`config.mk`:
```
export PLATFORM = sky130hd
export DESIGN_NAME = mga_regs
export DESIGN_NICKNAME = d
export VERILOG_FILES = /design/src/mga_pkg.sv /design/src/mga_regs.sv
export VERILOG_INCLUDE_DIRS = /design/src
export SDC_FILE = /design/constraint.sdc
export NUM_CORES = 1
export LEC_CHECK = 0
export ABC_AREA = 1
export BUFFER_PORTS_ARGS = -buffer_cell sky130_fd_sc_hd__buf_2
export CELL_PAD_IN_SITES_DETAIL_PLACEMENT = 2
export CELL_PAD_IN_SITES_GLOBAL_PLACEMENT = 2
export CORE_MARGIN = 4
export CORE_UTILIZATION = 23
export DETAILED_ROUTE_END_ITERATION = 10
export PLACE_DENSITY_LB_ADDON = 0.1
export SLEW_MARGIN = 20
export SYNTH_ARGS = -nofsm -noshare
export SYNTH_HDL_FRONTEND = slang
export SYNTH_SLANG_ARGS = --single-unit
```
`constraint.sdc`:
```
create_clock -name i_mclk -period 3.6 [get_ports i_mclk]
set_input_delay 0 -clock i_mclk [delete_from_list [all_inputs] [get_ports i_mclk]]
set_output_delay 0 -clock i_mclk [all_outputs]
set_load 0.02 [all_outputs]
```
`src/mga_params.svh`:
```
// Constants for the microphone gain and gain-control configuration register bank.
// Summary of operation
// - Left mic gain: 7 bits, half-dB steps.
// - Right mic gain: same mapping, independent.
// - Code 0x57 mutes with negative gain; default.
// - Code 0x7F mutes without negative gain.
// - Bit 7 enables zero-cross detection, resets zero.
// - Bits 6:5 select attack threshold, reset 00.
// - Bits 4:3 select release threshold, reset 00.
// - Bit 2 enables gain-control mute, resets zero.
// - Bit 1 enables negative gain to -40dB.
// - Both set: drive -40dB, then may mute.
// - Bit 0 enables gain control, all modes.
`ifndef MGA_PARAMS_SVH
`define MGA_PARAMS_SVH

`define MGA_IDX_LEFT        8'h13
`define MGA_IDX_RIGHT       8'h14
`define MGA_IDX_AGC         8'h15
`define MGA_GAIN_RESET      7'h57
`define MGA_AGC_RESET       8'h00
`define MGA_MUTE_NEG        7'h57
`define MGA_MUTE_POS        7'h7F
`define MGA_GAIN_MAX        7'h3E
`define MGA_BIT_ZC          7
`define MGA_BIT_ATK_HI      6
`define MGA_BIT_ATK_LO      5
`define MGA_BIT_REL_HI      4
`define MGA_BIT_REL_LO      3
`define MGA_BIT_MUTE        2
`define MGA_BIT_NEG         1
`define MGA_BIT_EN          0

`endif

```
`src/mga_pkg.sv`:
```
// Types shared by the microphone gain register bank.
package mga_pkg;
  typedef struct packed {
    logic       zero_cross_enable;
    logic [1:0] attack_level;
    logic [1:0] release_level;
    logic       gain_control_mute_enable;
    logic       negative_gain_enable;
    logic       auto_gain_enable;
  } mga_agc_cfg_t;

  typedef struct packed {
    logic [6:0] left_mic_gain_field;
    logic [6:0] right_mic_gain_field;
    logic       left_mute;
    logic       right_mute;
  } mga_gain_out_t;
endpackage

```
`src/mga_regs.sv`:
```
// AHB-Lite register bank for microphone gain and gain-control configuration.
//
// Local design decision: the AHB-Lite interface to the registers.
`timescale 1ns/1ps
`include "mga_params.svh"

module mga_regs
  import mga_pkg::*;
(
  input  wire logic          i_mclk,
  input  wire logic          i_rst,
  input  wire logic          i_hsel,
  input  wire logic [31:0]   i_haddr,
  input  wire logic [1:0]    i_htrans,
  input  wire logic          i_hwrite,
  input  wire logic [2:0]    i_hsize,
  input  wire logic [31:0]   i_hwdata,
  input  wire logic          i_hready,
  output logic      [31:0]   o_hrdata,
  output logic               o_hreadyout,
  output logic               o_hresp,
  output mga_agc_cfg_t       o_agc_cfg,
  output mga_gain_out_t      o_gain
);

  ////////////////////////////////////////////////////////////////////////////
  // Address phase capture. Offsets are not all multiples of four, so each
  // printed offset is an index and the byte address is four times it.

  logic        wr_pend_reg;
  logic [7:0]  wr_idx_reg;
  logic [6:0]  left_reg;
  logic [6:0]  right_reg;
  logic [7:0]  agc_reg;
  logic [31:0] rdata_reg;

  wire         xfer_go   = i_hsel & i_hready & i_htrans[1];
  wire  [7:0]  a_idx     = i_haddr[9:2];
  wire         a_aligned = (i_haddr[1:0] == 2'h0) & (i_haddr[31:10] == 22'h0);
  wire  [7:0]  a_idx_ok  = a_aligned ? a_idx : 8'hFF;
  wire         wr_left   = wr_pend_reg & (wr_idx_reg == `MGA_IDX_LEFT);
  wire         wr_right  = wr_pend_reg & (wr_idx_reg == `MGA_IDX_RIGHT);
  wire         wr_agc    = wr_pend_reg & (wr_idx_reg == `MGA_IDX_AGC);
  wire         neg_on    = agc_reg[`MGA_BIT_NEG];
  wire  [6:0]  mute_code = neg_on ? `MGA_MUTE_NEG : `MGA_MUTE_POS;

  // Read data is fetched during the address phase so it stands in the
  // data phase with no wait state; unmapped indices read as zero.
  wire  [31:0] rd_mux =
    (a_idx_ok == `MGA_IDX_LEFT)  ? {25'h0, left_reg}  :
    (a_idx_ok == `MGA_IDX_RIGHT) ? {25'h0, right_reg} :
    (a_idx_ok == `MGA_IDX_AGC)   ? {24'h0, agc_reg}   : 32'h0;

  always_ff @(posedge i_mclk)
  begin
    if (i_rst)
    begin
      wr_pend_reg <= 1'b0;
      wr_idx_reg  <= 8'h00;
      rdata_reg   <= 32'h0;
    end
    else
    begin
      wr_pend_reg <= xfer_go & i_hwrite;
      wr_idx_reg  <= a_idx_ok;
      if (xfer_go & ~i_hwrite)
        rdata_reg <= rd_mux;
    end
  end

  ////////////////////////////////////////////////////////////////////////////
  // Storage. Writes to unmapped indices are dropped silently.

  always_ff @(posedge i_mclk)
  begin
    if (i_rst)
    begin
      left_reg  <= `MGA_GAIN_RESET;
      right_reg <= `MGA_GAIN_RESET;
      agc_reg   <= `MGA_AGC_RESET;
    end
    else
    begin
      if (wr_left)
        left_reg <= i_hwdata[6:0];
      if (wr_right)
        right_reg <= i_hwdata[6:0];
      if (wr_agc)
        agc_reg <= i_hwdata[7:0];
    end
  end

  ////////////////////////////////////////////////////////////////////////////
  // Outputs to the analog side. Reserved code 0x3F is passed through as
  // written; software keeps it out of the fields.

  assign o_hreadyout = 1'b1;
  assign o_hresp     = 1'b0;
  assign o_hrdata    = rdata_reg;

  assign o_agc_cfg.zero_cross_enable        = agc_reg[`MGA_BIT_ZC];
  assign o_agc_cfg.attack_level             = agc_reg[6:5];
  assign o_agc_cfg.release_level            = agc_reg[4:3];
  assign o_agc_cfg.gain_control_mute_enable = agc_reg[`MGA_BIT_MUTE];
  assign o_agc_cfg.negative_gain_enable     = agc_reg[`MGA_BIT_NEG];
  assign o_agc_cfg.auto_gain_enable         = agc_reg[`MGA_BIT_EN];

  assign o_gain.left_mic_gain_field  = left_reg;
  assign o_gain.right_mic_gain_field = right_reg;
  assign o_gain.left_mute            = (left_reg == mute_code);
  assign o_gain.right_mute           = (right_reg == mute_code);
endmodule

```
==> impl_metrics.ini, run 1 <==
[run_status]
run_status = complete, no violations

[floorplan]
die_area_sq_um = 10730
initial_utilization_pct = 23.86
core.rowCount = 34
ioPinCount = 132
die_w_microns = 103.6
chipHeight_microns = 103.6
fp.coreArea_sq_um = 8806

[routing]
drt_pass1_iterations = 4
drt_iter0_markers = 64
via_per_inst = 4.256
drtAntennaViolNets = 0
vias = 2081
wirelength_microns = 6917
drc_errors = 0
wire_per_inst_microns = 14.15

[timing]
fin_ws_ns = 1.426
final-setup-viol-count = 0
fin_crit_sh_pct = 60.39
rsz0062_at_grt = false
hold_viol_final = 0
holdWs_ns = 0.005928
min_period_ns = 2.174
fin_worst_skew_ns = 0.008112
final-max-slew-violation-count = 0
slew_headroom_pct = 40.78
tightestPinTransition_ns = 0.8850
tns_ns = 0
fmax_mhz = 460.0

[cts]
worstSkewPairLatency_ns = 0.29
htree_levels = 2
post_cts_resized = 0
postCtsSetupBuffers = 0
postCtsHoldBufs = 10
cts-buffers-inserted = 5
cts.sinks = 39
clockBufferDepth = 2
cts_root_buf = clkbuf_8
clkTransAtPathRegs_ns = 0.07
cts_tree = yes

[cells_and_area]
final_area_sq_um = 2700
drive_gt1_share_pct = 25.98
instances_no_fill = 489
final_util_pct = 30.66
final_nets = 454
area_growth_pct = 28.53
fillers = 1096
antenna_cells = 0

[logic_synthesis]
yosys.area.top_type_share_pct = 37.16
ys_warn_count = 0
yosysTopAreaCell = dfxtp_1
ys_top_cells_by_area = dfxtp_1, buf_4, inv_1, o21ai_0, nand2_1
netlist_area_sq_um = 2101
synth_seq_cells = 39
synth.lib_cells_used.distinct = 31
synth.avg_cell_area_sq_um = 7.121
synth_cells = 295
seq_area_frac_synth_pct = 37.16

[power]
p_leak_nw = 1.419
peakVddDrop_uv = 144.8
cellPowerDensity_nw_per_um2 = 341.2
power_uw = 921.3

[worst_setup_path]
critPathMaxFanout = 16
startpoint = wr_idx_reg[5]
path_cells = nor4_1 > nand4_1 > o21ai_0 > a21oi_1
r2r-start = wr_idx_reg[5]
arrival_ns = 2.33
reg2reg_setup_slack_ns = 1.43
cpPeakStageDelay_ns = 0.71
cp-end-kind = flop
crit_slowest_cell = nand4_1
crit_required_ns = 3.75
crit_type = reg -> reg
startpoint_type = flop

[placed_design]
place_area_sq_um = 2482
hpwl_microns = 5499
dp_slack_ns = 1.402
globalplace.congestion = 0.7799
io_buffers = 77
placed_cells = 471

[grt]
grt_pass1_wl_microns = 11410
grt_pass1_vias = 2238
grt_max_degree = 26
antenna_found_initial = 0
grt_usage_pct = 13.01
gr-total-overflow = 0

[min_path]
hp-start = i_hwdata[2]
hold_class = in -> reg

[run]
drv_cap = 0
where the power goes:
part | leakage [nW] | switching [mW] | internal (mW) | total, mW
logic | 1.04 | 0.0628 | 0.0347 | 0.0975
registers | 0.318 | 0.00341 | 0.439 | 0.442
clock network | 0.0612 | 0.157 | 0.224 | 0.382
worst max-delay path, delay by kind of cell (launching register included):
kind | cells | cell delay (ns)
AND/OR/NAND/NOR | 2 | 1.27
flip-flops | 1 | 0.31
AO/OA/AOI/OAI | 2 | 0.46
kinds of logic after synthesis:
family	share of synthesized area (%)
AOI/OAI and AO/OA	17.45
other	0.3575
buffers and inverters	20.19
and+or+nand+nor	24.84
DFF	37.17
final cells by class:
cell class | instances | area, sq um | area share [%]
clock buffer | 6 | 82.58 | 3.058
multi-input combinational | 196 | 985.9 | 36.52
sequential | 39 | 780.7 | 28.92
timing repair buffer | 88 | 493.0 | 18.26
clock inverter | 2 | 35.03 | 1.297
inverter | 50 | 187.7 | 6.951
tap | 108 | 135.1 | 5.005
cells in the mapped netlist:
cell        n
nand2_4     1
nand3_4     1
dfxtp_1    39
nor4b_1     1
nand4_1     2
a21oi_2     3
nand3b_1    1
nor2_2      1
o21ai_0    29
buf_6       1
o211ai_1    5
o21ai_1     3
buf_4      27
nand4_2     1
nand2_2     2
nor4_1      1
o2111ai_1   1
nor2_1     25
clkinv_1    1
nand2_1    37
nor2_4      1
nand3_2     1
a21oi_1    25
inv_1      49
conb_1      2
nor3b_1     1
nand3_1    20
nor2_8      2
clkbuf_1    6
nor3_1      5
a2111oi_0   1
final timing paths:
path | cells past startpoint | to
max | 4 | o_agc_cfg[0]
min | 3 | right_reg[2]
max reg2reg | 4 | o_agc_cfg[0]
min reg2reg | 2 | o_agc_cfg[3]
layer usage:
| metal | global-route usage (%) | routed length (microns) |
|---|---|---|
| met1 | 17.09 | 3386 |
| met2 | 20.65 | 2936 |
| met3 | 3.794 | 501 |
| met4 | 3.989 | 92 |
| met5 | 0 | 0 |
placed cells by master, fill, tap and decap left out, types with 2 or more instances in the layout:
master,netlist,layout
a21oi_1,25,25
a21oi_2,3,3
buf_2,0,77
clkbuf_8,0,6
conb_1,2,26
dfxtp_1,39,39
dlygate4sd3_1,0,10
inv_1,49,49
nand2_1,37,37
nand2_2,2,2
nand3_1,20,20
nand4_1,2,2
nor2_1,25,25
nor2_8,2,2
nor3_1,5,5
o211ai_1,5,5
o21ai_0,29,29
o21ai_1,3,3
(Power assumes the default switching activity.)
==> run 2: changes to the inputs <==
CORE_UTILIZATION = 19   (was 23)
clock period = 1.9 ns   (was 3.6 ns; I/O delays follow)
==> impl_metrics.ini, run 2 (synthesized netlist as in run 1, its figures left out) <==
[run_status]
run_status = complete, no violations

[grt]
grt_pass1_wl_microns = 11760
grt_usage_pct = 11.43
gr-total-overflow = 0
antenna_found_initial = 0
grt_pass1_vias = 2278
grt_max_degree = 24

[timing]
final-max-slew-violation-count = 0
min_period_ns = 1.747
fmax_mhz = 572.3
holdWs_ns = 0.01227
hold_viol_final = 0
tightestPinTransition_ns = 0.5358
tns_ns = 0
rsz0062_at_grt = false
final-setup-viol-count = 0
fin_crit_sh_pct = 91.97
fin_worst_skew_ns = 0.006580
slew_headroom_pct = 64.19

[cells_and_area]
fillers = 1328
mostFrequentLayoutCells = buf_2, inv_1, dfxtp_1
final_area_sq_um = 2749
final_common_cell = buf_2
area_growth_pct = 30.85
final_nets = 458
antenna_cells = 0
drive_gt1_share_pct = 27.01
instances_no_fill = 525

[placed_design]
hpwl_microns = 5758
globalplace.congestion = 0.6811
place_area_sq_um = 2567
io_buffers = 77
placed_cells = 509

[min_path]
hold_path_depth = 3
hold_class = in -> reg
hp-start = i_hwdata[7]
hold_end = o_agc_cfg[7]

[routing]
routed-wl-met3_microns = 426
drc_errors = 0
drt_pass1_iterations = 4
top_layer_used = met4
wirelength_microns = 7148
drtAntennaViolNets = 0
wl_met1_microns = 3350
drt_iter0_markers = 58
vias = 2135
via_per_inst = 4.067
met2WireLength_microns = 3298
wire_per_inst_microns = 13.62

[cts]
htree_levels = 2
worstSkewPairLatency_ns = 0.29
cts_tree = yes
clockBufferDepth = 2
cts_root_buf = clkbuf_8
cts.sinks = 39
cts-buffers-inserted = 5
postCtsSetupBuffers = 0
clkTransAtPathRegs_ns = 0.08

[worst_setup_path]
path_cells = inv_1 > nand3_1 > a2111oi_1 > buf_2
cpPeakStageDelay_ns = 0.58
cp_num_buf_inv = 2
crit_type = reg -> out
cp-end-kind = primary output
reg2reg_setup_slack_ns = 0.39
arrival_ns = 1.75
critical_path_depth = 4
critPathMaxFanout = 5
reg2reg_to = right_reg[3]
crit_slowest_cell = a2111oi_1
startpoint_type = flop
reg2reg_depth = 7
crit_required_ns = 1.90
crit_family = compound AO/OA/AOI/OAI gates
r2r-start = wr_idx_reg[4]

[floorplan]
die_area_sq_um = 12800
die_w_microns = 113.2
chipHeight_microns = 113.2
fp.coreArea_sq_um = 10840
initial_utilization_pct = 19.38
core.rowCount = 38
ioPinCount = 132

[power]
cellPowerDensity_nw_per_um2 = 603.9
p_leak_nw = 1.429
peakVddDrop_uv = 256.6
power_mw = 1.660

[run]
drv_cap = 0
[run 2: power breakdown]
group	switching [mW]	total [mW]	internal, mW	leakage, nW
sequential	0.00660	0.838	0.831	0.318
clock	0.303	0.635	0.332	0.0515
combinational	0.120	0.187	0.0674	1.06
total	0.430	1.66	1.23	1.43
[run 2: what timing repair did]
item                                    CTS  global route
endpoints found under the setup margin    0             1
gates resized for setup                   0             1
hold buffers                              8             0
endpoints found under the hold margin    11             0
[run 2: area by class of cell]
| type | instances | area, sq um | share of cell area (%) |
|---|---|---|---|
| multi-input combinational | 196 | 987.2 | 35.91 |
| inverter | 50 | 187.7 | 6.827 |
| sequential | 39 | 780.7 | 28.40 |
| tap | 140 | 175.2 | 6.372 |
| clock buffer | 8 | 100.1 | 3.641 |
| timing repair buffer | 92 | 518.0 | 18.84 |
[run 2: layer usage]
layer,vias to the layer above,GRT usage (%)
met3,5,2.727
met5,-,0
met2,66,18.88
li1,1069,-
met4,0,2.885
met1,995,15.01
[run 2: worst max-delay path by stage]
stage                            start           to  slack, ns
after floorplan           o_agc_cfg[1]    o_gain[0]       0.19
after global placement     i_haddr[27]  o_hrdata[0]       0.25
after detailed placement   i_haddr[27]  o_hrdata[0]       0.20
after CTS                 o_agc_cfg[1]    o_gain[0]       0.07
after global routing      o_agc_cfg[1]    o_gain[0]       0.09
final                     o_agc_cfg[1]    o_gain[0]       0.15
[run 2: stage by stage]
step / setup slack, ns / utilization, %
finish: 0.1525 / 25.36
detailed placement: 0.1961 / 23.68
floorplan: 0.1922 / -
global placement: 0.2463 / 23.68
CTS: 0.07167 / 25.35
global route: 0.09325 / 25.36
[run 2: worst min-delay path, stage by stage]
cell and delay, ns:
buf_2 0.08, o21ai_0 0.08, a21oi_1 0.11
==> run 3: changes to the inputs <==
PLACE_DENSITY_LB_ADDON = 0.2   (was 0.1)
==> impl_metrics.ini, run 3 (synthesized netlist as in run 1, its figures left out) <==
[routing]
vias = 2176
drc_errors = 0
via_per_inst = 4.129
drt_pass1_iterations = 4
drt_iter0_markers = 89
wirelength_microns = 7450
drtAntennaViolNets = 0
wire_per_inst_microns = 14.14

[timing]
hold_viol_final = 0
tightestPinTransition_ns = 0.4707
final-setup-viol-count = 0
fin_worst_skew_ns = 0.006081
fin_crit_sh_pct = 86.89
holdWs_ns = 0.01337
fin_ws_ns = 0.2492
final-max-slew-violation-count = 0
tns_ns = 0
rsz0062_at_grt = false
fmax_mhz = 605.8
slew_headroom_pct = 67.81
min_period_ns = 1.651

[min_path]
hold_class = in -> reg
hold_path_depth = 3
hp-start = i_haddr[9]
hold_end = wr_idx_reg[7]

[grt]
use_met3_pct = 2.513
gr-usage-met1_pct = 15.92
grt_usage_pct = 11.83
grt_max_degree = 18
met2_usage_pct = 19.35
grt_pass1_vias = 2407
busiest_layer = met2
grt_pass1_wl_microns = 12080
antenna_found_initial = 0
gr-total-overflow = 0

[worst_setup_path]
crit_family = compound AO/OA/AOI/OAI gates
reg2reg_setup_slack_ns = 0.39
crit_slowest_cell = a2111oi_0
crit_required_ns = 1.90
arrival_ns = 1.65
crit_type = reg -> out
critPathMaxFanout = 5
cpPeakStageDelay_ns = 0.50
startpoint_type = flop
reg2reg_to = right_reg[5]
cp_num_buf_inv = 2
r2r-start = wr_idx_reg[5]
path_cells = inv_1 > nand3_1 > a2111oi_0 > buf_2
reg2reg_depth = 7
cp-end-kind = primary output

[cells_and_area]
final_common_cell = buf_2
antenna_cells = 0
area_growth_pct = 32.82
mostFrequentLayoutCells = buf_2, inv_1, dfxtp_1
final_nets = 460
instances_no_fill = 527
drive_gt1_share_pct = 27.13

[placed_design]
dp_slack_ns = 0.1829
hpwl_microns = 5908
globalplace.congestion = 0.6899
io_buffers = 77
placed_cells = 510

[floorplan]
die_area_sq_um = 12800
core.rowCount = 38
chipHeight_microns = 113.2
die_w_microns = 113.2
initial_utilization_pct = 19.38
ioPinCount = 132
fp.coreArea_sq_um = 10840

[cts]
postCtsHoldBufs = 9
worstSkewPairLatency_ns = 0.29
cts.sinks = 39
clkTransAtPathRegs_ns = 0.08
post_cts_resized = 0
clockBufferDepth = 2
cts-buffers-inserted = 5
htree_levels = 2
postCtsSetupBuffers = 0
cts_root_buf = clkbuf_8
cts_tree = yes

[power]
cellPowerDensity_nw_per_um2 = 595.6
p_leak_nw = 1.445
peakVddDrop_uv = 240.7
power_mw = 1.662

[run]
drv_cap = 0

[run_status]
run_status = complete, no violations
## run 3: cell types whose count changed in the layout (fill, tap and decap cells not counted)
| cell | previous run | this run |
|---|---|---|
| a2111oi_0 | 0 | 1 |
| a2111oi_1 | 1 | 0 |
| buf_12 | 0 | 2 |
| buf_4 | 7 | 6 |
| dlygate4sd3_1 | 8 | 9 |
## run 3: worst max-delay path by stage
stage	startpoint	endpoint	slack, ns	cells after the start
after floorplan	o_agc_cfg[1]	o_gain[0]	0.19	3
after global placement	i_haddr[25]	o_hrdata[0]	0.22	12
after detailed placement	i_haddr[25]	o_hrdata[5]	0.18	12
after CTS	o_agc_cfg[1]	o_gain[0]	0.24	4
after global routing	wr_idx_reg[4]	right_reg[3]	0.11	8
final	o_agc_cfg[1]	o_gain[0]	0.25	4
## run 3: layer usage
metal / vias to the layer above / part of all wire [%]
met5: - / 0
met4: 0 / 0.74
met3: 5 / 5.3
met2: 66 / 47
met1: 1031 / 47
li1: 1074 / -
## run 3: power breakdown
| group | leakage (nW) | internal, mW | switching [mW] |
|---|---|---|---|
| clock | 0.0515 | 0.332 | 0.302 |
| sequential | 0.318 | 0.831 | 0.00578 |
| combinational | 1.08 | 0.0707 | 0.121 |
| total | 1.44 | 1.23 | 0.428 |
## run 3: layout make-up
cell class              count  area (sq um)
fillers                  1322          8050
clock buffers               8         100.1
inverters                  50         187.7
repair buffers             94         560.5
multi-input cells         196         985.9
flip-flops and latches     39         780.7
well taps                 140         175.2
## run 3: metrics by stage
step | area [sq um] | util (%)
floorplan | 2191 | -
global placement | 2600 | 23.98
detailed placement | 2600 | 23.98
CTS | 2790 | 25.74
global route | 2790 | 25.74
finish | 2790 | 25.74
## run 3: worst reg2reg max path: stages (launching register included)
cell and delay, ns:
dfxtp_1 0.30, nor4_1 0.29, buf_4 0.18, nand2_1 0.05
nor3_1 0.21, inv_1 0.13, o21ai_0 0.18, a21oi_1 0.06
